[config.mk]
export PLATFORM = sky130hd
export DESIGN_NAME = hbs_bridge_ctrl
export DESIGN_NICKNAME = d
export VERILOG_FILES = /design/src/shared/hbs_pkg.sv /design/src/hbs_bridge_ctrl.sv
export SDC_FILE = /design/constraint.sdc
export NUM_CORES = 1
export LEC_CHECK = 0
export BUFFER_PORTS_ARGS = -buffer_cell sky130_fd_sc_hd__buf_2
export CORE_ASPECT_RATIO = 1.5
export CORE_MARGIN = 4
export CORE_UTILIZATION = 40
export DETAILED_ROUTE_END_ITERATION = 8
export PLACE_DENSITY_LB_ADDON = 0.15
export REMOVE_ABC_BUFFERS = 1
export SETUP_SLACK_MARGIN = 0.3
export SYNTH_ARGS = -nofsm -noshare
export SYNTH_HDL_FRONTEND = slang
export SYNTH_SLANG_ARGS = --single-unit
[constraint.sdc]
create_clock -name clk -period 4.5 [get_ports clk]
set_input_delay 0.225 -clock clk [delete_from_list [all_inputs] [get_ports clk]]
set_output_delay 0.225 -clock clk [all_outputs]
set_load 0.01 [all_outputs]
[src/shared/hbs_pkg.sv]
package hbs_pkg;

    // register port geometry, master and bank counts
    localparam int ADDR_W      = 8;
    localparam int DATA_W      = 32;
    localparam int NUM_MASTERS = 5;
    localparam int NUM_BANKS   = 6;

    // register offsets (byte addresses, one aligned word each)
    localparam logic [7:0] OFS_CFG_ADDR = 8'h00;
    localparam logic [7:0] OFS_CFG_DATA = 8'h04;
    localparam logic [7:0] OFS_PM_CTRL  = 8'h08;
    localparam logic [7:0] OFS_MEM_CTRL = 8'h0c;
    localparam logic [7:0] OFS_SMM_CTRL = 8'h10;
    localparam logic [7:0] OFS_STRAPS   = 8'h14;
    localparam logic [7:0] OFS_STATUS   = 8'h18;

    // field positions
    localparam int PM_GCLK_EN   = 0;
    localparam int PM_CLKRUN_EN = 1;
    localparam int PM_ARB_EN    = 2;
    localparam int MEM_TECH_BIT = 8;
    localparam int SMM_EXT_BIT  = 0;
    localparam int SMM_SIZE_LSB = 1;
    localparam int CFG_EN_BIT   = 31;

    // strap levels: an unstrapped pin reads low, a pull-up reads high
    localparam logic STRAP_OPEN = 1'h0;

    // in-order queue depths
    localparam logic [3:0] IOQ_DEPTH_MAX = 4'h8;
    localparam logic [3:0] IOQ_DEPTH_MIN = 4'h1;

    // arbiter and clock-run counts
    localparam logic [2:0] OWNER_NONE  = 3'h7;
    localparam logic [3:0] IDLE_CYCLES = 4'h8;
    localparam logic [3:0] CR_WAIT     = 4'h4;

    // values after reset
    localparam logic [2:0] PM_RESET = 3'h4;

    typedef enum logic [1:0] {
        CR_RUN     = 2'b00,
        CR_RELEASE = 2'b01,
        CR_STOPPED = 2'b10
    } hbs_clkrun_type;

    // strap pins sampled from the memory address bus
    typedef struct packed {
        logic hostFreq;
        logic queueDepth;
        logic quickStart;
        logic agpDisable;
        logic moduleConfig;
        logic hostBufferMode;
    } hbs_strap_type;

    // configuration decoded from the straps
    typedef struct packed {
        logic       host100;
        logic [3:0] ioqDepth;
        logic       quickStartMode;
        logic       agpEnable;
        logic       extModule;
        logic       mobileBuffers;
    } hbs_boot_type;

    // one configuration cycle towards the pci side
    typedef struct packed {
        logic        valid;
        logic        write;
        logic        internal;
        logic [31:0] ad;
        logic [31:0] data;
    } hbs_cfg_cycle_type;

    typedef struct packed {
        logic              strapDone;
        hbs_boot_type      boot;
        logic [31:0]       cfgAddr;
        logic [31:0]       cfgRdData;
        logic [2:0]        pmCtrl;
        logic [5:0]        bankEn;
        logic              sdramTech;
        logic              smmExt;
        logic [1:0]        smmSize;
        logic [31:0]       rdData;
        hbs_cfg_cycle_type cfg;
        logic [4:0]        gntN;
        logic [2:0]        owner;
        logic [2:0]        lastOwner;
        hbs_clkrun_type    crState;
        logic [3:0]        crCnt;
        logic              clkrunOeN;
        logic              pciClkOn;
        logic              coreClkGate;
    } hbs_state_type;

    localparam hbs_state_type STATE_RESET = '{
        gntN      : 5'h1f,
        owner     : OWNER_NONE,
        lastOwner : 3'h4,
        crState   : CR_RUN,
        pciClkOn  : 1'h1,
        pmCtrl    : PM_RESET,
        default   : '0
    };

endpackage

[src/hbs_bridge_ctrl.sv]
`timescale 1ns/1ps
`default_nettype none

// Notes on behaviour
// RQ1 - post-reset configuration comes from strap levels on the memory address bus
// RQ2 - open host frequency strap gives 66 MHz host bus operation
// RQ3 - open queue depth strap gives the maximum depth of eight
// RQ4 - quick start strap held high selects quick start clock control
// RQ5 - agp enabled by default; board pull-up on its strap disables agp
// RQ6 - open module configuration strap selects standard module mode
// RQ7 - buffer mode strap held high selects mobile host bus buffers
// RQ8 - arbitrate up to five pci masters, one request/grant pair each
// RQ9 - support clock-run; a device asserts the open-drain line to run clock
// RQ10 - configuration cycles only through access mechanism one
// RQ11 - bridge is device zero; address line 11 never used as select
// RQ12 - address line 12 selects agp; others use line 13 or higher
// RQ13 - board designer should give the south bridge address line 18
// RQ14 - one memory control set, six sdram banks, one clock enable each
// RQ15 - standard mode: no eight banks, second address bus or 100 MHz
// RQ16 - all dram rows share one technology, edo or sdram
// RQ17 - gate internal clock when enabled and processor and pci are idle
// RQ18 - compatible and extended smm memory; extended up to one megabyte
// RQ19 - agp side clocked asynchronously to the core
// RQ20 - straps latched at reset release and held until next reset
module hbs_bridge_ctrl #(
    parameter int NUM_MASTERS = hbs_pkg::NUM_MASTERS,
    parameter int NUM_BANKS   = hbs_pkg::NUM_BANKS
) (
    // clock and reset
    input  wire logic                      clk,
    input  wire logic                      rst_n,
    // register port
    input  wire logic [hbs_pkg::ADDR_W-1:0] regAddr,
    input  wire logic [31:0]               regWdata,
    input  wire logic                      regWr,
    input  wire logic                      regRd,
    output logic [31:0]                    regRdata,
    // strap pins
    input  wire hbs_pkg::hbs_strap_type    strapPins,
    output hbs_pkg::hbs_boot_type          bootCfg,
    // pci arbitration
    input  wire logic [NUM_MASTERS-1:0]    reqN,
    output logic [NUM_MASTERS-1:0]         gntN,
    input  wire logic                      pciBusIdle,
    // clock-run open-drain pin
    input  wire logic                      clkrunIn,
    output logic                           clkrunOut,
    output logic                           clkrunOeN,
    output logic                           pciClkOn,
    // configuration cycles
    output hbs_pkg::hbs_cfg_cycle_type     cfgCycle,
    input  wire logic                      cfgRespValid,
    input  wire logic [31:0]               cfgRespData,
    // memory and power
    output logic [NUM_BANKS-1:0]           ckeOut,
    output logic                           sdramTech,
    input  wire logic                      cpuIdle,
    output logic                           coreClkGate,
    // smm memory
    output logic                           extendedSmmMemoryMode,
    output logic [1:0]                     smmSizeSel
);

    hbs_pkg::hbs_state_type s_q;
    hbs_pkg::hbs_state_type s_d;

    logic       allIdle;
    logic [4:0] devSel;
    logic [2:0] pick;
    logic       found;
    int         idx;

    assign allIdle = (&reqN) && (s_q.owner == hbs_pkg::OWNER_NONE)
                     && pciBusIdle;
    assign devSel  = s_q.cfgAddr[15:11];

    // round-robin search starting after the last owner
    always_comb begin
        pick  = '0;
        found = 1'b0;
        idx   = 0;
        for (int i = 1; i <= NUM_MASTERS; i++) begin
            idx = (int'(s_q.lastOwner) + i) % NUM_MASTERS;
            if (!found && !reqN[idx]) begin
                found = 1'b1;
                pick  = 3'(idx);
            end
        end
    end

    // next-state logic for the whole block
    always_comb begin
        s_d           = s_q;
        s_d.rdData    = '0;
        s_d.cfg.valid = 1'b0;

        // strap capture on the first edge after reset release
        if (!s_q.strapDone) begin                                     // RQ1
            s_d.strapDone = 1'b1;                                     // RQ20
            s_d.boot.host100 = (strapPins.hostFreq != hbs_pkg::STRAP_OPEN)
                && (strapPins.moduleConfig != hbs_pkg::STRAP_OPEN); // RQ2 RQ15
            s_d.boot.ioqDepth =
                (strapPins.queueDepth == hbs_pkg::STRAP_OPEN) ?
                hbs_pkg::IOQ_DEPTH_MAX : hbs_pkg::IOQ_DEPTH_MIN;      // RQ3
            s_d.boot.quickStartMode = strapPins.quickStart;          // RQ4
            s_d.boot.agpEnable =
                (strapPins.agpDisable == hbs_pkg::STRAP_OPEN);        // RQ5
            s_d.boot.extModule = strapPins.moduleConfig;             // RQ6
            s_d.boot.mobileBuffers = strapPins.hostBufferMode;       // RQ7
        end

        // register writes
        if (regWr) begin
            unique case (regAddr)
                hbs_pkg::OFS_CFG_ADDR: s_d.cfgAddr = regWdata;
                hbs_pkg::OFS_PM_CTRL:  s_d.pmCtrl  = regWdata[2:0];
                hbs_pkg::OFS_MEM_CTRL: begin
                    s_d.bankEn    = regWdata[NUM_BANKS-1:0];          // RQ14
                    s_d.sdramTech = regWdata[hbs_pkg::MEM_TECH_BIT];  // RQ16
                end
                hbs_pkg::OFS_SMM_CTRL: begin
                    s_d.smmExt  = regWdata[hbs_pkg::SMM_EXT_BIT];     // RQ18
                    s_d.smmSize = regWdata[hbs_pkg::SMM_SIZE_LSB+:2];
                end
                default: ;
            endcase
        end

        // a data-port access with the enable bit set starts a cycle
        if ((regWr || regRd) && regAddr == hbs_pkg::OFS_CFG_DATA
            && s_q.cfgAddr[hbs_pkg::CFG_EN_BIT]) begin               // RQ10
            s_d.cfg.valid    = 1'b1;
            s_d.cfg.write    = regWr;
            s_d.cfg.data     = regWdata;
            s_d.cfg.internal = 1'b0;
            if (s_q.cfgAddr[23:16] != 8'h00) begin
                // type 1: forwarded beyond the local bus
                s_d.cfg.ad = {8'h00, s_q.cfgAddr[23:2], 2'b01};
            end else begin
                s_d.cfg.ad = {21'h000000, s_q.cfgAddr[10:2], 2'b00};
                if (devSel == 5'h00) begin
                    s_d.cfg.internal = 1'b1;                          // RQ11
                end else if (devSel <= 5'h14) begin
                    // device n selects line 11+n: agp on 12, rest 13 up
                    s_d.cfg.ad[5'd11 + devSel] = 1'b1;               // RQ12
                end
            end
        end
        if (cfgRespValid) begin
            s_d.cfgRdData = cfgRespData;
        end

        // register reads, data stands for one cycle only
        if (regRd) begin
            unique case (regAddr)
                hbs_pkg::OFS_CFG_ADDR: s_d.rdData = s_q.cfgAddr;
                hbs_pkg::OFS_CFG_DATA: s_d.rdData = s_q.cfgRdData;
                hbs_pkg::OFS_PM_CTRL:  s_d.rdData = {29'h0, s_q.pmCtrl};
                hbs_pkg::OFS_MEM_CTRL: s_d.rdData = {23'h0, s_q.sdramTech,
                                                     2'h0, s_q.bankEn};
                hbs_pkg::OFS_SMM_CTRL: s_d.rdData = {29'h0, s_q.smmSize,
                                                     s_q.smmExt};
                hbs_pkg::OFS_STRAPS:   s_d.rdData = {23'h0, s_q.boot};
                hbs_pkg::OFS_STATUS:   s_d.rdData = {17'h0, s_q.pciClkOn,
                    s_q.coreClkGate, s_q.crState, s_q.owner,
                    3'h0, s_q.gntN};
                default:               s_d.rdData = '0;
            endcase
        end

        // arbiter: one idle cycle between grants for bus turnaround
        if (s_q.owner == hbs_pkg::OWNER_NONE) begin
            if (found && s_q.pmCtrl[hbs_pkg::PM_ARB_EN]) begin
                s_d.owner       = pick;                               // RQ8
                s_d.gntN        = '1;
                s_d.gntN[pick]  = 1'b0;
            end
        end else if (reqN[s_q.owner]) begin
            s_d.lastOwner = s_q.owner;
            s_d.owner     = hbs_pkg::OWNER_NONE;
            s_d.gntN      = '1;
        end

        // clock-run: release the line after idle, stop if nobody holds it
        unique case (s_q.crState)
            hbs_pkg::CR_RUN: begin
                if (s_q.pmCtrl[hbs_pkg::PM_CLKRUN_EN] && allIdle) begin
                    s_d.crCnt = s_q.crCnt + 4'h1;
                    if (s_q.crCnt == hbs_pkg::IDLE_CYCLES - 4'h1) begin
                        s_d.crState   = hbs_pkg::CR_RELEASE;
                        s_d.clkrunOeN = 1'b1;
                        s_d.crCnt     = '0;
                    end
                end else begin
                    s_d.crCnt = '0;
                end
            end
            hbs_pkg::CR_RELEASE: begin
                s_d.crCnt = s_q.crCnt + 4'h1;
                if (!clkrunIn || !(&reqN)) begin
                    // a device holds the line low: keep the clock
                    s_d.crState   = hbs_pkg::CR_RUN;                  // RQ9
                    s_d.clkrunOeN = 1'b0;
                    s_d.crCnt     = '0;
                end else if (s_q.crCnt == hbs_pkg::CR_WAIT - 4'h1) begin
                    s_d.crState  = hbs_pkg::CR_STOPPED;
                    s_d.pciClkOn = 1'b0;
                    s_d.crCnt    = '0;
                end
            end
            hbs_pkg::CR_STOPPED: begin
                if (!clkrunIn || !(&reqN)
                    || !s_q.pmCtrl[hbs_pkg::PM_CLKRUN_EN]) begin
                    s_d.crState   = hbs_pkg::CR_RUN;                  // RQ9
                    s_d.clkrunOeN = 1'b0;
                    s_d.pciClkOn  = 1'b1;
                end
            end
            default: begin
                s_d.crState   = hbs_pkg::CR_RUN;
                s_d.clkrunOeN = 1'b0;
                s_d.pciClkOn  = 1'b1;
            end
        endcase

        // core clock gate needs both processor and pci quiet
        s_d.coreClkGate = s_q.pmCtrl[hbs_pkg::PM_GCLK_EN] && cpuIdle
                          && allIdle;                                 // RQ17
    end

    // single state register
    always_ff @(posedge clk or negedge rst_n) begin
        if (!rst_n) begin
            s_q <= hbs_pkg::STATE_RESET;
        end else begin
            s_q <= s_d;
        end
    end

    // outputs taken straight from the state register, except clkrunOut tied low
    assign regRdata   = s_q.rdData;
    assign bootCfg    = s_q.boot;   // agp block runs on its own clock RQ19
    assign gntN       = s_q.gntN;
    assign clkrunOut  = 1'b0;       // open drain: only ever pulls low
    assign clkrunOeN  = s_q.clkrunOeN;
    assign pciClkOn   = s_q.pciClkOn;
    assign cfgCycle   = s_q.cfg;
    // no eight-bank or second-address-bus support: six enables only
    assign ckeOut     = s_q.bankEn;                                   // RQ14
    assign sdramTech  = s_q.sdramTech;
    assign coreClkGate = s_q.coreClkGate;
    assign extendedSmmMemoryMode = s_q.smmExt;
    assign smmSizeSel = s_q.smmSize;

endmodule // hbs_bridge_ctrl

`default_nettype wire

==> out/results.ini, run 1 <==
[run_status]
outcome=complete, no violations

[layout]
final_common_cell=buf_2
multi_input_area_sq_um=5140
fin_nets=1437
final_cell_mix=213 x buf_2, 199 x nand2_1, 193 x dfrtp_1, 87 x mux2_2, 76 x nor2_1
area_delta_synth_final_pct=22.0
postLayoutCoreUtil_pct=49.9
n_fill_cell=2603
drive_gt1_share_pct=35.2
final_cells=1675
regArea_sq_um=5120
final_cell_area_sq_um=13700

[die]
die-height_um=213
core_sq_um=27400
num_rows=74
start_util_pct=40.9
fp.dieArea_sq_um=30800
die_w_um=145
pin_count=218

[sta]
rsz0062_at_grt=yes
fin_crit_ns=4.05
fmax_ghz=0.247
finalSetupViolCount=0
hold_viol=0
worst_pin_slew_ns=1.10
fin_worst_skew_ns=0.00750
relSlewSlack_pct=26.4
drv_slew=0
min_period_over_period_pct=90.0

[routing]
first_pass_iters=5
vias=8897
drc=0
drt_iter0_drc=495
wire_per_inst_um=19.2
wl_um=32200
postRouteAntennaNets=0
viasPerCell=5.31

[place]
numPortBuffers=214
dp.cells=1547
hpwl_um=22500
place_area_sq_um=11800
gp_congestion=0.887

[synthesis]
synth_compound_area_share_pct=13.1
seq_area_frac_synth_pct=45.7
syn_inst=1140
synth_edf_count=0
yosysWarnings=0
synth_top_family_by_area=simple AND/OR/NAND/NOR gates
synth-simple-area-share_pct=15.8
muxShareOfSynthArea_pct=9.89
avgSynthCellArea_sq_um=9.83
async_flop_share_pct=100
synthAdderAreaFrac_pct=3.19
ys_ff_latch=204
synth_area_sq_um=11200
synth_ff_type=dfrtp_1
synth-xor-area-share_pct=0.938
synth.distinct_cells=83

[cts]
cts_max_path_buffers=3
cts.sink_count=204
h-tree-depth=1
cts-root-buf=clkbuf_16
clk_latency_ns=0.49
numCtsBuffers=20
cts.clk_slew.worst_paths_ns=0.06
cts_tree=built

[setup_path]
critPathLaunchType=flop
cp.arrival_ns=4.47
worstRegToRegCells=19
worstPathRequired_ns=4.92
worstReg2RegStart=s_q[11]
r2r_slack_ns=0.45
path_class=flop to flop
endpoint_kind=flop
reg2reg_to=s_q[12]
cp_max_fo=6

[global_routing]
grt_pass1_wl_um=49700
track_usage_pct=20.4
grt_pass1_vias=9100
grt_max_degree=119
grt_overflow_total=0
antenna_found_initial=1

[power]
power_density_nw_per_um2=653
leakagePower_nw=6.69
peakVddDrop_uv=531
totalPowerFinal_mw=8.92

[min_path]
hold_end=cfgCycle[0]
min_path_cells=3
min_path_type=input pin to flop
hp-start=regWdata[0]

[job]
max_cap_viol_count=0

-- per-stage QoR --
step	setup slack (ns)	hold slack [ns]	setup TNS [ns]
2_1_floorplan	-0.739	-0.0706	-32.72
3_3_place_gp	0.263	0.388	0
3_5_place_dp	0.138	0.389	0
4_1_cts	0.286	0.00492	0
5_1_grt	0.235	0.0332	0
6_report	0.449	0.0156	0
-- kinds of logic after synthesis --
group           Yosys count
flops                   204
fa+ha+maj                28
xor+xnor                  9
mux                      96
compound gates          202
other cells               2
buf+inv                 211
simple gates            388
-- sequential cells by signal, indices dropped and copies added, names as in the netlist --
signal                 count
gntN                       5
devSel                     5
cfgCycle                  67
pciClkOn                   1
ckeOut                     6
coreClkGate                1
s_q                       75
regRdata                  32
smmSizeSel                 2
sdramTech                  1
extendedSmmMemoryMode      1
clkrunOeN                  1
bootCfg                    7
-- how the worst max path moves through the flow --
stage,from,slack (ns),to,cells after the start
after floorplan,s_q[9],-0.74,gntN[0],16
after global placement,s_q[11],0.26,gntN[2],17
after detailed placement,s_q[11],0.14,gntN[0],17
after CTS,s_q[10],0.29,gntN[3],18
after global routing,s_q[11],0.23,s_q[12],19
final,s_q[11],0.45,s_q[12],19
-- critical path, cell delays in order, from the launching register on --
cell,delay (ns)
dfstp_4,0.66
buf_4,0.12
ha_2,0.20
a21o_1,0.18
and3_1,0.18
o311ai_2,0.12
inv_1,0.12
ha_2,0.18
nand2b_1,0.07
o31ai_2,0.30
a22oi_2,0.15
buf_4,0.15
o21a_2,0.14
o211ai_1,0.21
a21oi_2,0.14
o32a_1,0.39
a211oi_4,0.33
buf_4,0.17
o21ai_0,0.07
nand2_1,0.08
-- power breakdown --
group,switching (mW),internal (mW),total (mW)
logic,2.81,2.34,5.14
clock network,0.710,1.02,1.73
registers,0.0979,1.94,2.04
total,3.61,5.30,8.92
-- per-layer routing --
layer | GRT usage (%) | vias up | part of all wire (%)
met5 | 0 | - | 0
met4 | 6.66 | 0 | 3.0
met3 | 4.10 | 53 | 5.5
met2 | 36.9 | 216 | 53
met1 | 23.9 | 4439 | 38
li1 | - | 4189 | -
-- final cells by class --
type,instances,area share [%]
antenna,1,0.0183
clock inverter,6,0.613
timing repair buffer,333,15.9
tap,342,3.13
clock buffer,30,4.31
inverter,32,0.879
multi-input combinational,727,37.6
sequential,204,37.5
-- what timing repair did --
action	4_1_cts	5_1_grt
hold buffers	71	0
pin swaps	1	24
resized for setup	5	61
setup endpoints to repair	7	8
buffers inserted	4	16
endpoints found under the hold margin	202	0
-- cell usage after synthesis, types with 5 or more instances --
library cell,number,area (sq um)
nand4_1,8,50.1
nor3_1,22,110
a22oi_1,31,233
nand2_1,200,751
buf_4,124,931
ha_1,27,338
mux2_2,87,980
o21a_1,5,37.5
and3_1,8,50.1
nor2b_1,6,37.5
a31oi_1,9,56.3
xnor2_1,5,43.8
dfstp_2,11,289
o211ai_1,8,60.1
inv_1,30,113
a222oi_1,13,130
nand3_1,15,75.1
buf_1,7,26.3
mux2i_1,6,60.1
a211oi_1,6,45.0
buf_2,6,30.0
clkbuf_1,41,154
o31ai_1,8,60.1
and2_1,5,31.3
a21o_1,5,37.5
a221oi_1,7,61.3
a21oi_1,35,175
nand2b_1,12,75.1
dfrtp_1,193,4830
nor2_1,82,308
o21ai_0,35,175
Note: power is estimated with default switching activity, not from simulation.
==> run 2: changes to the inputs <==
--- a/config.mk
+++ b/config.mk
@@ -10,6 +10,7 @@
 export CORE_MARGIN = 4
 export CORE_UTILIZATION = 40
 export DETAILED_ROUTE_END_ITERATION = 8
+export GPL_TIMING_DRIVEN = 0
 export PLACE_DENSITY_LB_ADDON = 0.15
 export REMOVE_ABC_BUFFERS = 1
 export SETUP_SLACK_MARGIN = 0.3
==> constraint.sdc (replaced) <==
create_clock -name clk -period 4.7 [get_ports clk]
set_input_delay 0.235 -clock clk [delete_from_list [all_inputs] [get_ports clk]]
set_output_delay 0.235 -clock clk [all_outputs]
set_load 0.01 [all_outputs]
==> run 2 against run 1 <==
Net effect:
- maximum frequency decreased by 4.6%
- worst setup slack improved by 0.0036 ns
- worst hold slack got worse by 0.0023 ns
- sequential cell count did not move
- first-iteration DRC count decreased by 8.7%
- utilization increased by 0.20 points
- largest power group unchanged
==> out/results.ini, run 2 (synthesis gave the netlist of run 1 again) <==
[cts]
clk_latency_ns=0.49
cts.sink_count=204
cts-root-buf=clkbuf_16
h-tree-depth=1
cts_tree=built
cts_max_path_buffers=3
numCtsBuffers=20
cts.clk_slew.worst_paths_ns=0.06

[global_routing]
antenna_found_initial=0
grt_max_degree=108
track_usage_pct=20.4
grt_overflow_total=0
grt_pass1_wl_um=49800
grt_pass1_vias=9037

[layout]
postLayoutCoreUtil_pct=50.1
final_cell_mix=213 x buf_2, 199 x nand2_1, 191 x dfrtp_1, 87 x mux2_2, 78 x nor2_1
final_cells=1671
n_antenna_cell=0
final_common_cell=buf_2
largest_register=s_q
fin_nets=1434
drive_gt1_share_pct=34.5
area_delta_synth_final_pct=22.5
largest_register_ff_count=75
final_cell_area_sq_um=13700

[die]
die_w_um=145
pin_count=218
fp.dieArea_sq_um=30800
core_sq_um=27400
num_rows=74
die-height_um=213
start_util_pct=40.9

[run_status]
outcome=complete, no violations

[setup_path]
crit_family=compound AO/OA/AOI/OAI gates
worstReg2RegStart=s_q[11]
critPathSlowestCell=dfstp_4
cp.arrival_ns=4.65
reg2reg_to=gntN[2]
worst_path_most_repeated_cell=buf_4
crit_path_cell_trace=buf_4 > buf_4 > ha_2 > o21ai_4 > nand2_1 > xnor2_1 > ha_1 > fa_1 > a21boi_4 > a31o_2 > and2_2 > a221oi_2 > a211oi_2 > o21ba_2 > a22oi_1 > a211oi_2 > buf_4 > nor2b_1 > a32oi_1
worstPathRequired_ns=5.10
path_class=flop to flop
endpoint_kind=flop
worst-path-buf-inv=3
cpPeakStageDelay_ns=0.62
worstRegToRegCells=19
critPathLaunchType=flop
r2r_slack_ns=0.45
cp_max_fo=6

[sta]
fmax_ghz=0.235
worst_pin_slew_ns=1.14
fin_hold_ws_ns=0.0133
tns_ns=0
relSlewSlack_pct=23.7
fin_worst_skew_ns=0.00762
finalSetupViolCount=0
hold_viol=0
fin_crit_ns=4.25
drv_slew=0
rsz0062_at_grt=yes
fin_ws_ns=0.453
min_period_over_period_pct=90.4

[power]
peakVddDrop_uv=341
totalPowerFinal_mw=8.35
leakagePower_nw=6.71
power_density_nw_per_um2=609

[job]
max_cap_viol_count=0

[routing]
wl_um=31800
wire_per_inst_um=19.1
vias=8859
drt_iter0_drc=452
viasPerCell=5.30
first_pass_iters=5
drc=0
postRouteAntennaNets=0

[place]
hpwl_um=22300
numPortBuffers=214
gp_congestion=0.820
dp.cells=1533
dpl_worst_slack_ns=-2.00
place_area_sq_um=11800

[min_path]
hp-start=regWdata[0]
hold_end=cfgCycle[0]
min_path_type=input pin to flop
min_path_cells=3

==> run 2: metal layers <==
layer  up-vias  wire length [um]  track usage [%]
met5         -                 0                0
met4         0               827             5.79
met3        45              1680             3.83
met2       215             16600             36.5
met1      4409             12700             24.9
li1       4190                 -                -
==> run 2: timing repair <==
item                       4_1_cts  5_1_grt
setup endpoints to repair        8        8
hold endpoints to repair       118        0
buffers inserted                16       19
hold buffers                    67        0
gates cloned                     0        0
pin swaps                        5       13
resized for setup               26       26
==> run 2: cell type report <==
class	count	area, sq um
fill	2607	13700
multi-input combinational	727	5080
sequential	204	5130
tap	342	428
clock buffer	29	596
inverter	32	128
clock inverter	7	135
timing repair buffer	330	2230
==> run 2: power by group <==
group          internal [mW]  total (mW)  leakage [nW]  switching [mW]
registers               1.86        1.97          2.71           0.109
clock network           1.10        1.77         0.361           0.672
logic                   2.10        4.61          3.64            2.51
==> run 2: how the worst max path moves through the flow <==
stage	start	end	slack (ns)	depth (start not counted)
global route	s_q[10]	gntN[0]	0.21	19
detailed placement	s_q[9]	gntN[0]	-2.00	16
global placement	regAddr[5]	cfgCycle[63]	-5.94	8
finish	s_q[11]	gntN[2]	0.45	19
floorplan	s_q[9]	gntN[0]	-0.54	16
CTS	s_q[10]	gntN[3]	0.31	18
==> run 2: worst reg2reg max path, cell delays in order, from the launching register on <==
cell,delay [ns]
dfstp_4,0.62
buf_4,0.17
buf_4,0.19
ha_2,0.27
o21ai_4,0.11
nand2_1,0.10
xnor2_1,0.10
ha_1,0.21
fa_1,0.36
a21boi_4,0.16
a31o_2,0.24
and2_2,0.21
a221oi_2,0.29
a211oi_2,0.09
o21ba_2,0.30
a22oi_1,0.10
a211oi_2,0.23
buf_4,0.16
nor2b_1,0.06
a32oi_1,0.20
